### src/rtl/camb_defs.svh
// Constants shared by the search memory block: offsets, fields, counts.
`ifndef CAMB_DEFS_SVH
`define CAMB_DEFS_SVH
// Storage geometry.
`define CAMB_WORDS 32
`define CAMB_BANK 16
// Register byte offsets.
`define CAMB_OFF_CTRL 8'h00
`define CAMB_OFF_WDATA 8'h04
`define CAMB_OFF_WDC 8'h08
`define CAMB_OFF_WCMD 8'h0c
`define CAMB_OFF_KEY 8'h10
`define CAMB_OFF_RES 8'h14
`define CAMB_OFF_VEC 8'h18
`define CAMB_OFF_ISTAT 8'h1c
`define CAMB_OFF_IMASK 8'h20
// Control and command field positions.
`define CAMB_CTRL_UNENC 2
`define CAMB_CTRL_INREG 3
`define CAMB_CTRL_OUTREG 4
`define CAMB_WCMD_MASK 8
// Interrupt event bit positions.
`define CAMB_INT_WR 0
`define CAMB_INT_SR 1
`define CAMB_INT_HIT 2
// Reset values and compare masks.
`define CAMB_CTRL_RST 5'h00
`define CAMB_INIT_BASE 32'h00000000
`define CAMB_ALL_ONES 32'hffffffff
`define CAMB_CARE31 32'h7fffffff
`endif

### src/rtl/camb_pkg.sv
// Types of the search memory block: modes, sequencer states, result word.
`default_nettype none
package camb_pkg;
   // Output modes; the fourth turns the block into a lookup table.
   typedef enum logic [1:0] {
      CAMB_SINGLE, CAMB_MULTI, CAMB_FAST, CAMB_LUT
   } camb_mode_t;
   // Word write sequencer.
   typedef enum logic [1:0] {W_IDLE, W_ADDR, W_DATA, W_MASK} camb_wst_t;
   // Search sequencer.
   typedef enum logic [1:0] {S_IDLE, S_INREG, S_CMP, S_CMP2} camb_sst_t;
   // One search result as it moves through the output stage.
   typedef struct packed {
      logic match;
      logic [4:0] idx;
      logic hi;
      logic done;
      logic [31:0] vec;
   } camb_res_t;
endpackage
`default_nettype wire

### src/rtl/camb_array.sv
// Storage array of the search memory with per-word parallel compare.
`default_nettype none
`include "camb_defs.svh"
module camb_array
   import camb_pkg::*;
(
   input wire logic clk_i,
   input wire logic rst_n_i,
   input wire logic dat_we_i,
   input wire logic dc_we_i,
   input wire logic [4:0] waddr_i,
   input wire logic [31:0] wdata_i,
   input wire logic [31:0] wdc_i,
   input wire logic [31:0] key_i,
   input wire logic [31:0] kcare_i,
   input wire logic [4:0] raddr_i,
   output logic [31:0] rdata_o,
   output logic [31:0] hit_o
);
   // Stored words and their don't-care bits (1 means ignored).
   logic [31:0] dat_reg [`CAMB_WORDS];
   logic [31:0] dat_next [`CAMB_WORDS];
   logic [31:0] dc_reg [`CAMB_WORDS];
   logic [31:0] dc_next [`CAMB_WORDS];

   // Each entry updates itself and compares against the key.
   for (genvar g = 0; g < `CAMB_WORDS; g++) begin : g_ent
      // Next value of one entry.
      always_comb begin
         dat_next[g] = dat_reg[g];
         dc_next[g] = dc_reg[g];
         if (dat_we_i && waddr_i == 5'(g)) begin
            dat_next[g] = wdata_i;
         end
         if (dc_we_i && waddr_i == 5'(g)) begin
            dc_next[g] = wdc_i;
         end
      end
      // Reset loads the preset contents, later writes replace them.
      always_ff @(posedge clk_i or negedge rst_n_i) begin
         if (!rst_n_i) begin
            dat_reg[g] <= `CAMB_INIT_BASE ^ 32'(g);
            dc_reg[g] <= 32'h0;
         end else begin
            dat_reg[g] <= dat_next[g];
            dc_reg[g] <= dc_next[g];
         end
      end
      // Masked bits can neither cause nor prevent a hit.
      assign hit_o[g] =
         ((dat_reg[g] ^ key_i) & ~dc_reg[g] & kcare_i) == 32'h0;
   end

   // Read port used for the lookup-table mode.
   assign rdata_o = dat_reg[raddr_i];
endmodule
`default_nettype wire

### src/rtl/camb_top.sv
// Search memory block with APB registers, sequencers and interrupt.
//
// Register access over APB and the placing of the registers were left to the implementer.
`default_nettype none
`include "camb_defs.svh"
module camb_top
   import camb_pkg::*;
(
   input wire logic clk_i,
   input wire logic rst_n_i,
   input wire logic psel_i,
   input wire logic penable_i,
   input wire logic pwrite_i,
   input wire logic [7:0] paddr_i,
   input wire logic [31:0] pwdata_i,
   output logic [31:0] prdata_o,
   output logic pready_o,
   output logic pslverr_o,
   input wire logic in_ce_i,
   input wire logic out_ce_i,
   input wire logic fab_wr_i,
   input wire logic fab_rd_i,
   input wire logic fab_sclr_i,
   output logic match_o,
   output logic [4:0] match_idx_o,
   output logic [15:0] match_vec_o,
   output logic irq_o
);
   // Software registers.
   logic [4:0] ctrl_reg, ctrl_next;
   logic [31:0] wdata_reg, wdata_next;
   logic [31:0] wdc_reg, wdc_next;
   logic [8:0] wcmd_reg, wcmd_next;
   logic [31:0] key_reg, key_next;
   logic [2:0] istat_reg, istat_next;
   logic [2:0] imask_reg, imask_next;
   logic [31:0] prdata_reg, prdata_next;
   // Write sequencer state.
   camb_wst_t w_state, w_next;
   logic [4:0] wa_reg, wa_next;
   logic wm_reg, wm_next;
   logic wdone_reg, wdone_next;
   // Search sequencer state and result stages.
   camb_sst_t s_state, s_next;
   logic [31:0] skey_reg, skey_next;
   camb_res_t st_reg, st_next;
   camb_res_t res_reg, res_next;
   // Decoded controls and array signals.
   camb_mode_t mode;
   logic unenc, in_reg, out_reg;
   logic apb_wr, apb_setup, mapped;
   logic wr_go, sr_go, wr_take, sr_take;
   logic dat_we, dc_we;
   logic [31:0] wdc_val, kcare, hit, hit_eff, rdata;
   logic [15:0] even_v, odd_v;
   logic [2:0] ev;

   assign mode = camb_mode_t'(ctrl_reg[1:0]);
   assign unenc = ctrl_reg[`CAMB_CTRL_UNENC];
   assign in_reg = ctrl_reg[`CAMB_CTRL_INREG];
   assign out_reg = ctrl_reg[`CAMB_CTRL_OUTREG];
   assign apb_wr = psel_i && penable_i && pwrite_i;
   assign apb_setup = psel_i && !penable_i;

   // Lowest set index wins when several words hit.
   function automatic logic [4:0] camb_prio(input logic [31:0] v);
      logic [4:0] r;
      r = 5'h0;
      for (int i = 31; i >= 0; i--) begin
         if (v[i]) begin
            r = 5'(i);
         end
      end
      return r;
   endfunction

   // Address decode and read mux, sampled in the setup phase.
   always_comb begin
      mapped = 1'b1;
      prdata_next = prdata_reg;
      if (paddr_i == `CAMB_OFF_CTRL) begin
         prdata_next = {27'h0, ctrl_reg};
      end else if (paddr_i == `CAMB_OFF_WDATA) begin
         prdata_next = wdata_reg;
      end else if (paddr_i == `CAMB_OFF_WDC) begin
         prdata_next = wdc_reg;
      end else if (paddr_i == `CAMB_OFF_WCMD) begin
         prdata_next = {23'h0, wcmd_reg};
      end else if (paddr_i == `CAMB_OFF_KEY) begin
         prdata_next = key_reg;
      end else if (paddr_i == `CAMB_OFF_RES) begin
         prdata_next = {14'h0, s_state != S_IDLE, w_state != W_IDLE,
                        3'h0, res_reg.idx, 7'h0, res_reg.match};
      end else if (paddr_i == `CAMB_OFF_VEC) begin
         prdata_next = res_reg.vec;
      end else if (paddr_i == `CAMB_OFF_ISTAT) begin
         prdata_next = {29'h0, istat_reg};
      end else if (paddr_i == `CAMB_OFF_IMASK) begin
         prdata_next = {29'h0, imask_reg};
      end else begin
         mapped = 1'b0;
         prdata_next = 32'h0;
      end
      if (!apb_setup) begin
         prdata_next = prdata_reg;
      end
   end

   // Register writes; interrupt events beat a same-cycle clear.
   always_comb begin
      ctrl_next = ctrl_reg;
      wdata_next = wdata_reg;
      wdc_next = wdc_reg;
      wcmd_next = wcmd_reg;
      key_next = key_reg;
      imask_next = imask_reg;
      istat_next = istat_reg;
      if (apb_wr) begin
         if (paddr_i == `CAMB_OFF_CTRL) begin
            ctrl_next = pwdata_i[4:0];
         end else if (paddr_i == `CAMB_OFF_WDATA) begin
            wdata_next = pwdata_i;
         end else if (paddr_i == `CAMB_OFF_WDC) begin
            wdc_next = pwdata_i;
         end else if (paddr_i == `CAMB_OFF_WCMD) begin
            wcmd_next = pwdata_i[8:0];
         end else if (paddr_i == `CAMB_OFF_KEY) begin
            key_next = pwdata_i;
         end else if (paddr_i == `CAMB_OFF_ISTAT) begin
            istat_next = istat_reg & ~pwdata_i[2:0];
         end else if (paddr_i == `CAMB_OFF_IMASK) begin
            imask_next = pwdata_i[2:0];
         end
      end
      istat_next = istat_next | ev;
   end

   // Software registers hold their reset values until written, except istat_reg, which events also set, and prdata_reg, loaded each setup phase.
   always_ff @(posedge clk_i or negedge rst_n_i) begin
      if (!rst_n_i) begin
         ctrl_reg <= `CAMB_CTRL_RST;
         wdata_reg <= 32'h0;
         wdc_reg <= 32'h0;
         wcmd_reg <= 9'h0;
         key_reg <= 32'h0;
         istat_reg <= 3'h0;
         imask_reg <= 3'h0;
         prdata_reg <= 32'h0;
      end else begin
         ctrl_reg <= ctrl_next;
         wdata_reg <= wdata_next;
         wdc_reg <= wdc_next;
         wcmd_reg <= wcmd_next;
         key_reg <= key_next;
         istat_reg <= istat_next;
         imask_reg <= imask_next;
         prdata_reg <= prdata_next;
      end
   end

   // Commands come from the bus or from fabric strobes.
   assign wr_go = (apb_wr && paddr_i == `CAMB_OFF_WCMD) || fab_wr_i;
   assign sr_go = (apb_wr && paddr_i == `CAMB_OFF_KEY) || fab_rd_i;
   assign wr_take = w_state == W_IDLE && wr_go && mode != CAMB_LUT
                    && !fab_sclr_i;
   assign sr_take = s_state == S_IDLE && sr_go && !fab_sclr_i;

   // Write sequencer: address, data, then optional mask cycle.
   always_comb begin
      w_next = w_state;
      wa_next = wa_reg;
      wm_next = wm_reg;
      wdone_next = 1'b0;
      dat_we = 1'b0;
      dc_we = 1'b0;
      wdc_val = 32'h0;
      if (fab_sclr_i) begin
         w_next = W_IDLE;
      end else begin
         case (w_state)
            W_IDLE: begin
               // Lookup-table contents are fixed, so writes are ignored.
               if (wr_take) begin
                  wa_next = wcmd_next[4:0];
                  wm_next = wcmd_next[`CAMB_WCMD_MASK];
                  w_next = W_ADDR;
               end
            end
            W_ADDR: begin
               // Inputs are relied on to stay stable meanwhile.
               if (in_ce_i) begin
                  w_next = W_DATA;
               end
            end
            W_DATA: begin
               // Second cycle stores the word; plain writes clear mask.
               if (in_ce_i) begin
                  dat_we = 1'b1;
                  dc_we = !wm_reg;
                  wdone_next = !wm_reg;
                  w_next = wm_reg ? W_MASK : W_IDLE;
               end
            end
            W_MASK: begin
               // Third cycle stores the don't-care bits.
               if (in_ce_i) begin
                  dc_we = 1'b1;
                  wdc_val = wdc_reg;
                  wdone_next = 1'b1;
                  w_next = W_IDLE;
               end
            end
            default: begin
               w_next = W_IDLE;
            end
         endcase
      end
   end

   // Write sequencer registers.
   always_ff @(posedge clk_i or negedge rst_n_i) begin
      if (!rst_n_i) begin
         w_state <= W_IDLE;
         wa_reg <= 5'h0;
         wm_reg <= 1'b0;
         wdone_reg <= 1'b0;
      end else begin
         w_state <= w_next;
         wa_reg <= wa_next;
         wm_reg <= wm_next;
         wdone_reg <= wdone_next;
      end
   end

   // With unencoded output the top key bit is not compared.
   assign kcare = unenc ? `CAMB_CARE31 : `CAMB_ALL_ONES;
   // Fast mode only uses the lower 16 words.
   assign hit_eff = (mode == CAMB_FAST) ? {16'h0, hit[15:0]} : hit;

   // Split the hit vector into even and odd banks.
   for (genvar b = 0; b < `CAMB_BANK; b++) begin : g_bank
      assign even_v[b] = hit_eff[2*b];
      assign odd_v[b] = hit_eff[2*b+1];
   end

   // Search sequencer and first result stage.
   always_comb begin
      s_next = s_state;
      skey_next = skey_reg;
      st_next = st_reg;
      st_next.done = 1'b0;
      if (fab_sclr_i) begin
         s_next = S_IDLE;
         st_next = '0;
      end else begin
         case (s_state)
            S_IDLE: begin
               // Optional input stage costs one extra cycle.
               if (sr_take) begin
                  skey_next = sr_go && fab_rd_i && !apb_wr ?
                              key_reg : key_next;
                  s_next = in_reg ? S_INREG : S_CMP;
               end
            end
            S_INREG: begin
               if (in_ce_i) begin
                  s_next = S_CMP;
               end
            end
            S_CMP: begin
               if (in_ce_i) begin
                  st_next.match = |hit_eff;
                  st_next.idx = camb_prio(hit_eff);
                  st_next.hi = 1'b0;
                  st_next.done = 1'b1;
                  s_next = S_IDLE;
                  if (mode == CAMB_LUT) begin
                     // Table mode returns the word at the key address.
                     st_next.match = 1'b1;
                     st_next.idx = skey_reg[4:0];
                     st_next.vec = rdata;
                  end else if (mode == CAMB_SINGLE) begin
                     // Both encoded index and bank vector are ready.
                     st_next.vec = {16'h0, (unenc && skey_reg[31]) ?
                                    odd_v : even_v};
                  end else if (mode == CAMB_FAST) begin
                     st_next.vec = {16'h0, hit_eff[15:0]};
                  end else begin
                     // Even bank now, odd bank next cycle; no index.
                     st_next.idx = 5'h0;
                     st_next.vec = {16'h0, even_v};
                     st_next.done = 1'b0;
                     s_next = S_CMP2;
                  end
               end
            end
            S_CMP2: begin
               if (in_ce_i) begin
                  st_next.vec[31:16] = odd_v;
                  st_next.hi = 1'b1;
                  st_next.done = 1'b1;
                  s_next = S_IDLE;
               end
            end
            default: begin
               s_next = S_IDLE;
            end
         endcase
      end
   end

   // Output stage follows the first stage, one cycle later if chosen.
   always_comb begin
      res_next = res_reg;
      res_next.done = 1'b0;
      if (fab_sclr_i) begin
         res_next = '0;
      end else if (out_ce_i) begin
         res_next = out_reg ? st_reg : st_next;
      end
   end

   // Search registers.
   always_ff @(posedge clk_i or negedge rst_n_i) begin
      if (!rst_n_i) begin
         s_state <= S_IDLE;
         skey_reg <= 32'h0;
         st_reg <= '0;
         res_reg <= '0;
      end else begin
         s_state <= s_next;
         skey_reg <= skey_next;
         st_reg <= st_next;
         res_reg <= res_next;
      end
   end

   // Storage array with 32 words of 32 bits.
   camb_array u_array (
      .clk_i(clk_i),
      .rst_n_i(rst_n_i),
      .dat_we_i(dat_we),
      .dc_we_i(dc_we),
      .waddr_i(wa_reg),
      .wdata_i(wdata_reg),
      .wdc_i(wdc_val),
      .key_i(skey_reg),
      .kcare_i(kcare),
      .raddr_i(skey_reg[4:0]),
      .rdata_o(rdata),
      .hit_o(hit)
   );

   // Interrupt events and outputs.
   assign ev[`CAMB_INT_WR] = wdone_reg;
   assign ev[`CAMB_INT_SR] = res_reg.done;
   assign ev[`CAMB_INT_HIT] = res_reg.done && res_reg.match;
   assign irq_o = |(istat_reg & imask_reg);
   assign prdata_o = prdata_reg;
   assign pready_o = 1'b1;
   assign pslverr_o = psel_i && penable_i && !mapped;
   assign match_o = res_reg.match;
   assign match_idx_o = res_reg.idx;
   assign match_vec_o = res_reg.hi ? res_reg.vec[31:16] : res_reg.vec[15:0];
endmodule
`default_nettype wire

### config.mk
export PLATFORM = sky130hd
export DESIGN_NAME = camb_top
export DESIGN_NICKNAME = d
export VERILOG_FILES = /design/src/rtl/camb_pkg.sv /design/src/rtl/camb_array.sv /design/src/rtl/camb_top.sv
export VERILOG_INCLUDE_DIRS = /design/src /design/src/rtl
export SDC_FILE = /design/constraint.sdc
export NUM_CORES = 2
export LEC_CHECK = 0
export BUFFER_PORTS_ARGS = -buffer_cell sky130_fd_sc_hd__buf_4
export CAP_MARGIN = 20
export CORE_ASPECT_RATIO = 1.2
export CORE_UTILIZATION = 45
export DETAILED_ROUTE_END_ITERATION = 8
export PLACE_DENSITY = 0.59
export SYNTH_ARGS = -nofsm -noshare
export SYNTH_HDL_FRONTEND = slang
export SYNTH_SLANG_ARGS = --single-unit
### constraint.sdc
create_clock -name clk_i -period 3.9 [get_ports clk_i]
set_clock_uncertainty 0.2 [all_clocks]
set_input_delay 0.585 -clock clk_i [delete_from_list [all_inputs] [get_ports clk_i]]
set_output_delay 0.585 -clock clk_i [all_outputs]
set_load 0.1 [all_outputs]
==> impl_metrics.yaml <==
clock_network:
  cts_sinks: 2319
  clockRootBuffer: "clkbuf_16"
  worstSkewPairLatency_ps: 940
  cts.clk_slew.worst_paths_ps: 60
  cts_buffers: 239
  cts_tree: "done"
  clk_path_buf_depth: 4
  cts_max_level: 4
setup_path:
  critPathRequiredTime_ps: 4460
  arrival_ps: 4480
  path_max_fanout: 8
  ff2ff_setup_slack_ps: -20
  cp_slowest_cell: "mux4_2"
  rr_worst_depth: 12
  crit_type: "reg2reg"
  cpPeakStageDelay_ps: 690
  critical-path-top-delay-family: "multiplexers"
  r2r_start: "skey_reg[0]"
  worst-path-buf-inv: 4
  critPathCaptureType: "flip-flop"
  worstPathCellList: "buf_12 -> buf_12 -> buf_4 -> mux4_2 -> mux4_2 -> mux2i_1 -> buf_4 -> o22ai_1 -> mux2i_1 -> nor3_1 -> a21oi_1 -> a211oi_1"
  start_kind: "flip-flop"
  r2r-end: "res_reg[25]"
sta:
  finalSetupViolCount: 4
  worst_slew_pin_slew_ps: 1630
  hold_ws_ps: 22.4
  post-route-period-util_pct: 101
  layout_min_cycle_time_ps: 3920
  setup_ws_ps: -21.0
  hold_viol: 0
  fmax_ghz: 0.255
  slew_violations: 29
  slew-limit-headroom_pct: -8.38
floorplan:
  die_w_um: 452
  coreArea_mm2: 0.242
  die_area_mm2: 0.245
  initial_utilization_pct: 45.2
  rows: 198
  die_y_um: 542
  io_pins: 107
yosys:
  synthesis.area_mm2: 0.109
  ys_seq_area_share_pct: 53.1
  synth_compound_area_share_pct: 9.52
  synth_mux_area_share_pct: 19.4
  async_flop_share_pct: 100
  synthCells: 9212
  yosys_warnings: 0
  yosysUniqueCellTypes: 68
  synth_area_per_cell_um2: 11.9
  syn-num-nets: 9262
  synth_ff_type: "dfrtp_1"
  ys_ff_latch: 2319
  synth_fa_ha_area_share_pct: 0
  synth-simple-area-share_pct: 6.37
  synthXorXnorAreaFrac_pct: 8.19
  synth_top_family_by_area: "multiplexers"
  synth_edf_count: 0
cells_and_area:
  final_common_cell: "dfrtp_1"
  area_growth_pct: 16.4
  stdcell_count: 12900
  layout_common_cells: "dfrtp_1, nand2_1, mux2_2, o21ai_0, xnor2_1"
  register_area_mm2: 0.0582
  fill_cells: 20800
  drive_gt1_share_pct: 30.0
  utilization_pct: 52.6
  multi_input_area_mm2: 0.0486
  final_nets: 9534
power_and_ir_drop:
  p_per_area_mw_per_mm2: 419
  ir_drop_v: 0.000371
  leakage_nw: 55.1
placement:
  place_inst: 12400
  dp_hpwl_um: 320000
  portBuffers: 105
  gp_congestion: 1.03
detailed_routing:
  drtAntennaViolNets: 0
  detail_route.wl_per_cell_um: 36.4
  vias_per_cell: 6.42
  vias: 83000
  drc: 0
  postRouteWirelength_um: 470000
  dr.pass1.iters: 9
  drt_iter0_drc: 10900
grt:
  grt_max_degree: 103
  grt.total_usage_pct: 38.0
  grt_pass1_wl_um: 651000
  grt-ovfl-total: 0
  first_global_vias: 80400
  antenna_found_initial: 68
flow_run:
  cap_violations: 0
status:
  violations: "slew limit, setup timing"
  run_status: "finished with violations"
min_path:
  hold_path.class: "in2async"
synth_stat cells (3+ instances only):
master | n | area share (%)
a21oi_1 | 83 | 0.38
o21ai_0 | 1067 | 4.9
buf_6 | 41 | 0.42
o41ai_1 | 3 | 0.024
nor2_1 | 121 | 0.41
nor3b_1 | 7 | 0.048
inv_1 | 14 | 0.048
o21ai_1 | 7 | 0.032
buf_2 | 111 | 0.51
dfrtp_1 | 2239 | 51
mux4_2 | 320 | 6.6
o32ai_1 | 32 | 0.26
a222oi_1 | 27 | 0.25
nor3_2 | 6 | 0.055
nor4b_1 | 3 | 0.024
o211ai_1 | 5 | 0.034
o22ai_1 | 493 | 2.8
a211oi_1 | 33 | 0.23
a311oi_1 | 5 | 0.040
nor4_1 | 123 | 0.70
dfstp_2 | 80 | 1.9
and2_1 | 5 | 0.029
nor3_1 | 63 | 0.29
mux2_2 | 1064 | 11
nor2b_1 | 10 | 0.057
and3_1 | 5 | 0.029
nand2_1 | 1228 | 4.2
a21o_1 | 24 | 0.16
a22oi_1 | 22 | 0.15
nand2b_1 | 13 | 0.074
nand4_2 | 3 | 0.034
mux2_1 | 126 | 1.3
xnor2_1 | 1024 | 8.2
buf_1 | 88 | 0.30
nand4_1 | 31 | 0.18
or3_1 | 3 | 0.017
a221oi_1 | 19 | 0.15
nand3_1 | 12 | 0.055
clkbuf_1 | 487 | 1.7
mux2i_1 | 59 | 0.54
buf_4 | 71 | 0.49
how the worst max path moves through the flow:
stage | from | endpoint | slack, ps | cells past startpoint
finish | skey_reg[0] | res_reg[25] | -20 | 12
global route | skey_reg[0] | match_idx_o[0] | -30 | 15
CTS | skey_reg[28] | res_reg[15] | 2 | 14
detailed placement | skey_reg[31] | match_o | -250 | 14
global placement | skey_reg[31] | match_idx_o[0] | -290 | 14
floorplan | paddr_i[3] | pslverr_o | 140 | 5
report_power, final:
part | internal, mW | switching, mW
logic | 1.88 | 3.25
clock network | 13.8 | 10.1
registers | 24.2 | 0.193
total | 39.8 | 13.6
worst register-to-register path, delay by kind of cell, from the launching register on:
family,cells,cell delay [ps]
AO/OA/AOI/OAI,3,430
buffers and inverters,4,790
flip-flops,1,480
multiplexers,4,1810
AND/OR/NAND/NOR,1,70
what timing repair did:
| item | in CTS | in global routing |
|---|---|---|
| resized for setup | 24 | 96 |
| setup endpoints to repair | 23 | 27 |
| pin swaps | 10 | 28 |
| cloned | 0 | 2 |
| setup buffers | 13 | 39 |
| endpoints found under the hold margin | 219 | 0 |
| hold buffers | 35 | 0 |
metrics by stage:
stage | TNS (ps) | total power, mW | area (um2) | setup WS (ps)
CTS | 0 | 53.3 | 126000 | 2.10
floorplan | 0 | 26.5 | 109000 | 136
global route | -96.4 | 54.5 | 127000 | -30.5
finish | -69.8 | 53.4 | 127000 | -21.0
detailed placement | -2850 | 29.5 | 118000 | -251
global placement | -3230 | 29.5 | 118000 | -287
final cells by class:
cell class,count,area share (%)
clock buffer,354,5.54
clock inverter,80,0.751
sequential,2319,45.7
multi-input combinational,6078,38.1
antenna,47,0.0923
tap,3200,3.14
inverter,15,0.0442
timing repair buffer,831,6.66
routing by layer:
layer  up-vias  wire, um  GRT usage (%)
met5         -       149              0
met4        20     38800           27.5
met3      1214     48000           8.38
met2      5241    204000           55.2
met1     43300    180000           50.2
li1      33300         -              -
kinds of logic after synthesis:
logic type             Yosys count
other                            1
flip-flops                    2319
AO/OA/AOI/OAI                 1835
XOR/XNOR                      1024
multiplexers                  1569
buffers and inverters          815
AND/OR/NAND/NOR               1649
(Power assumes the default switching activity.)
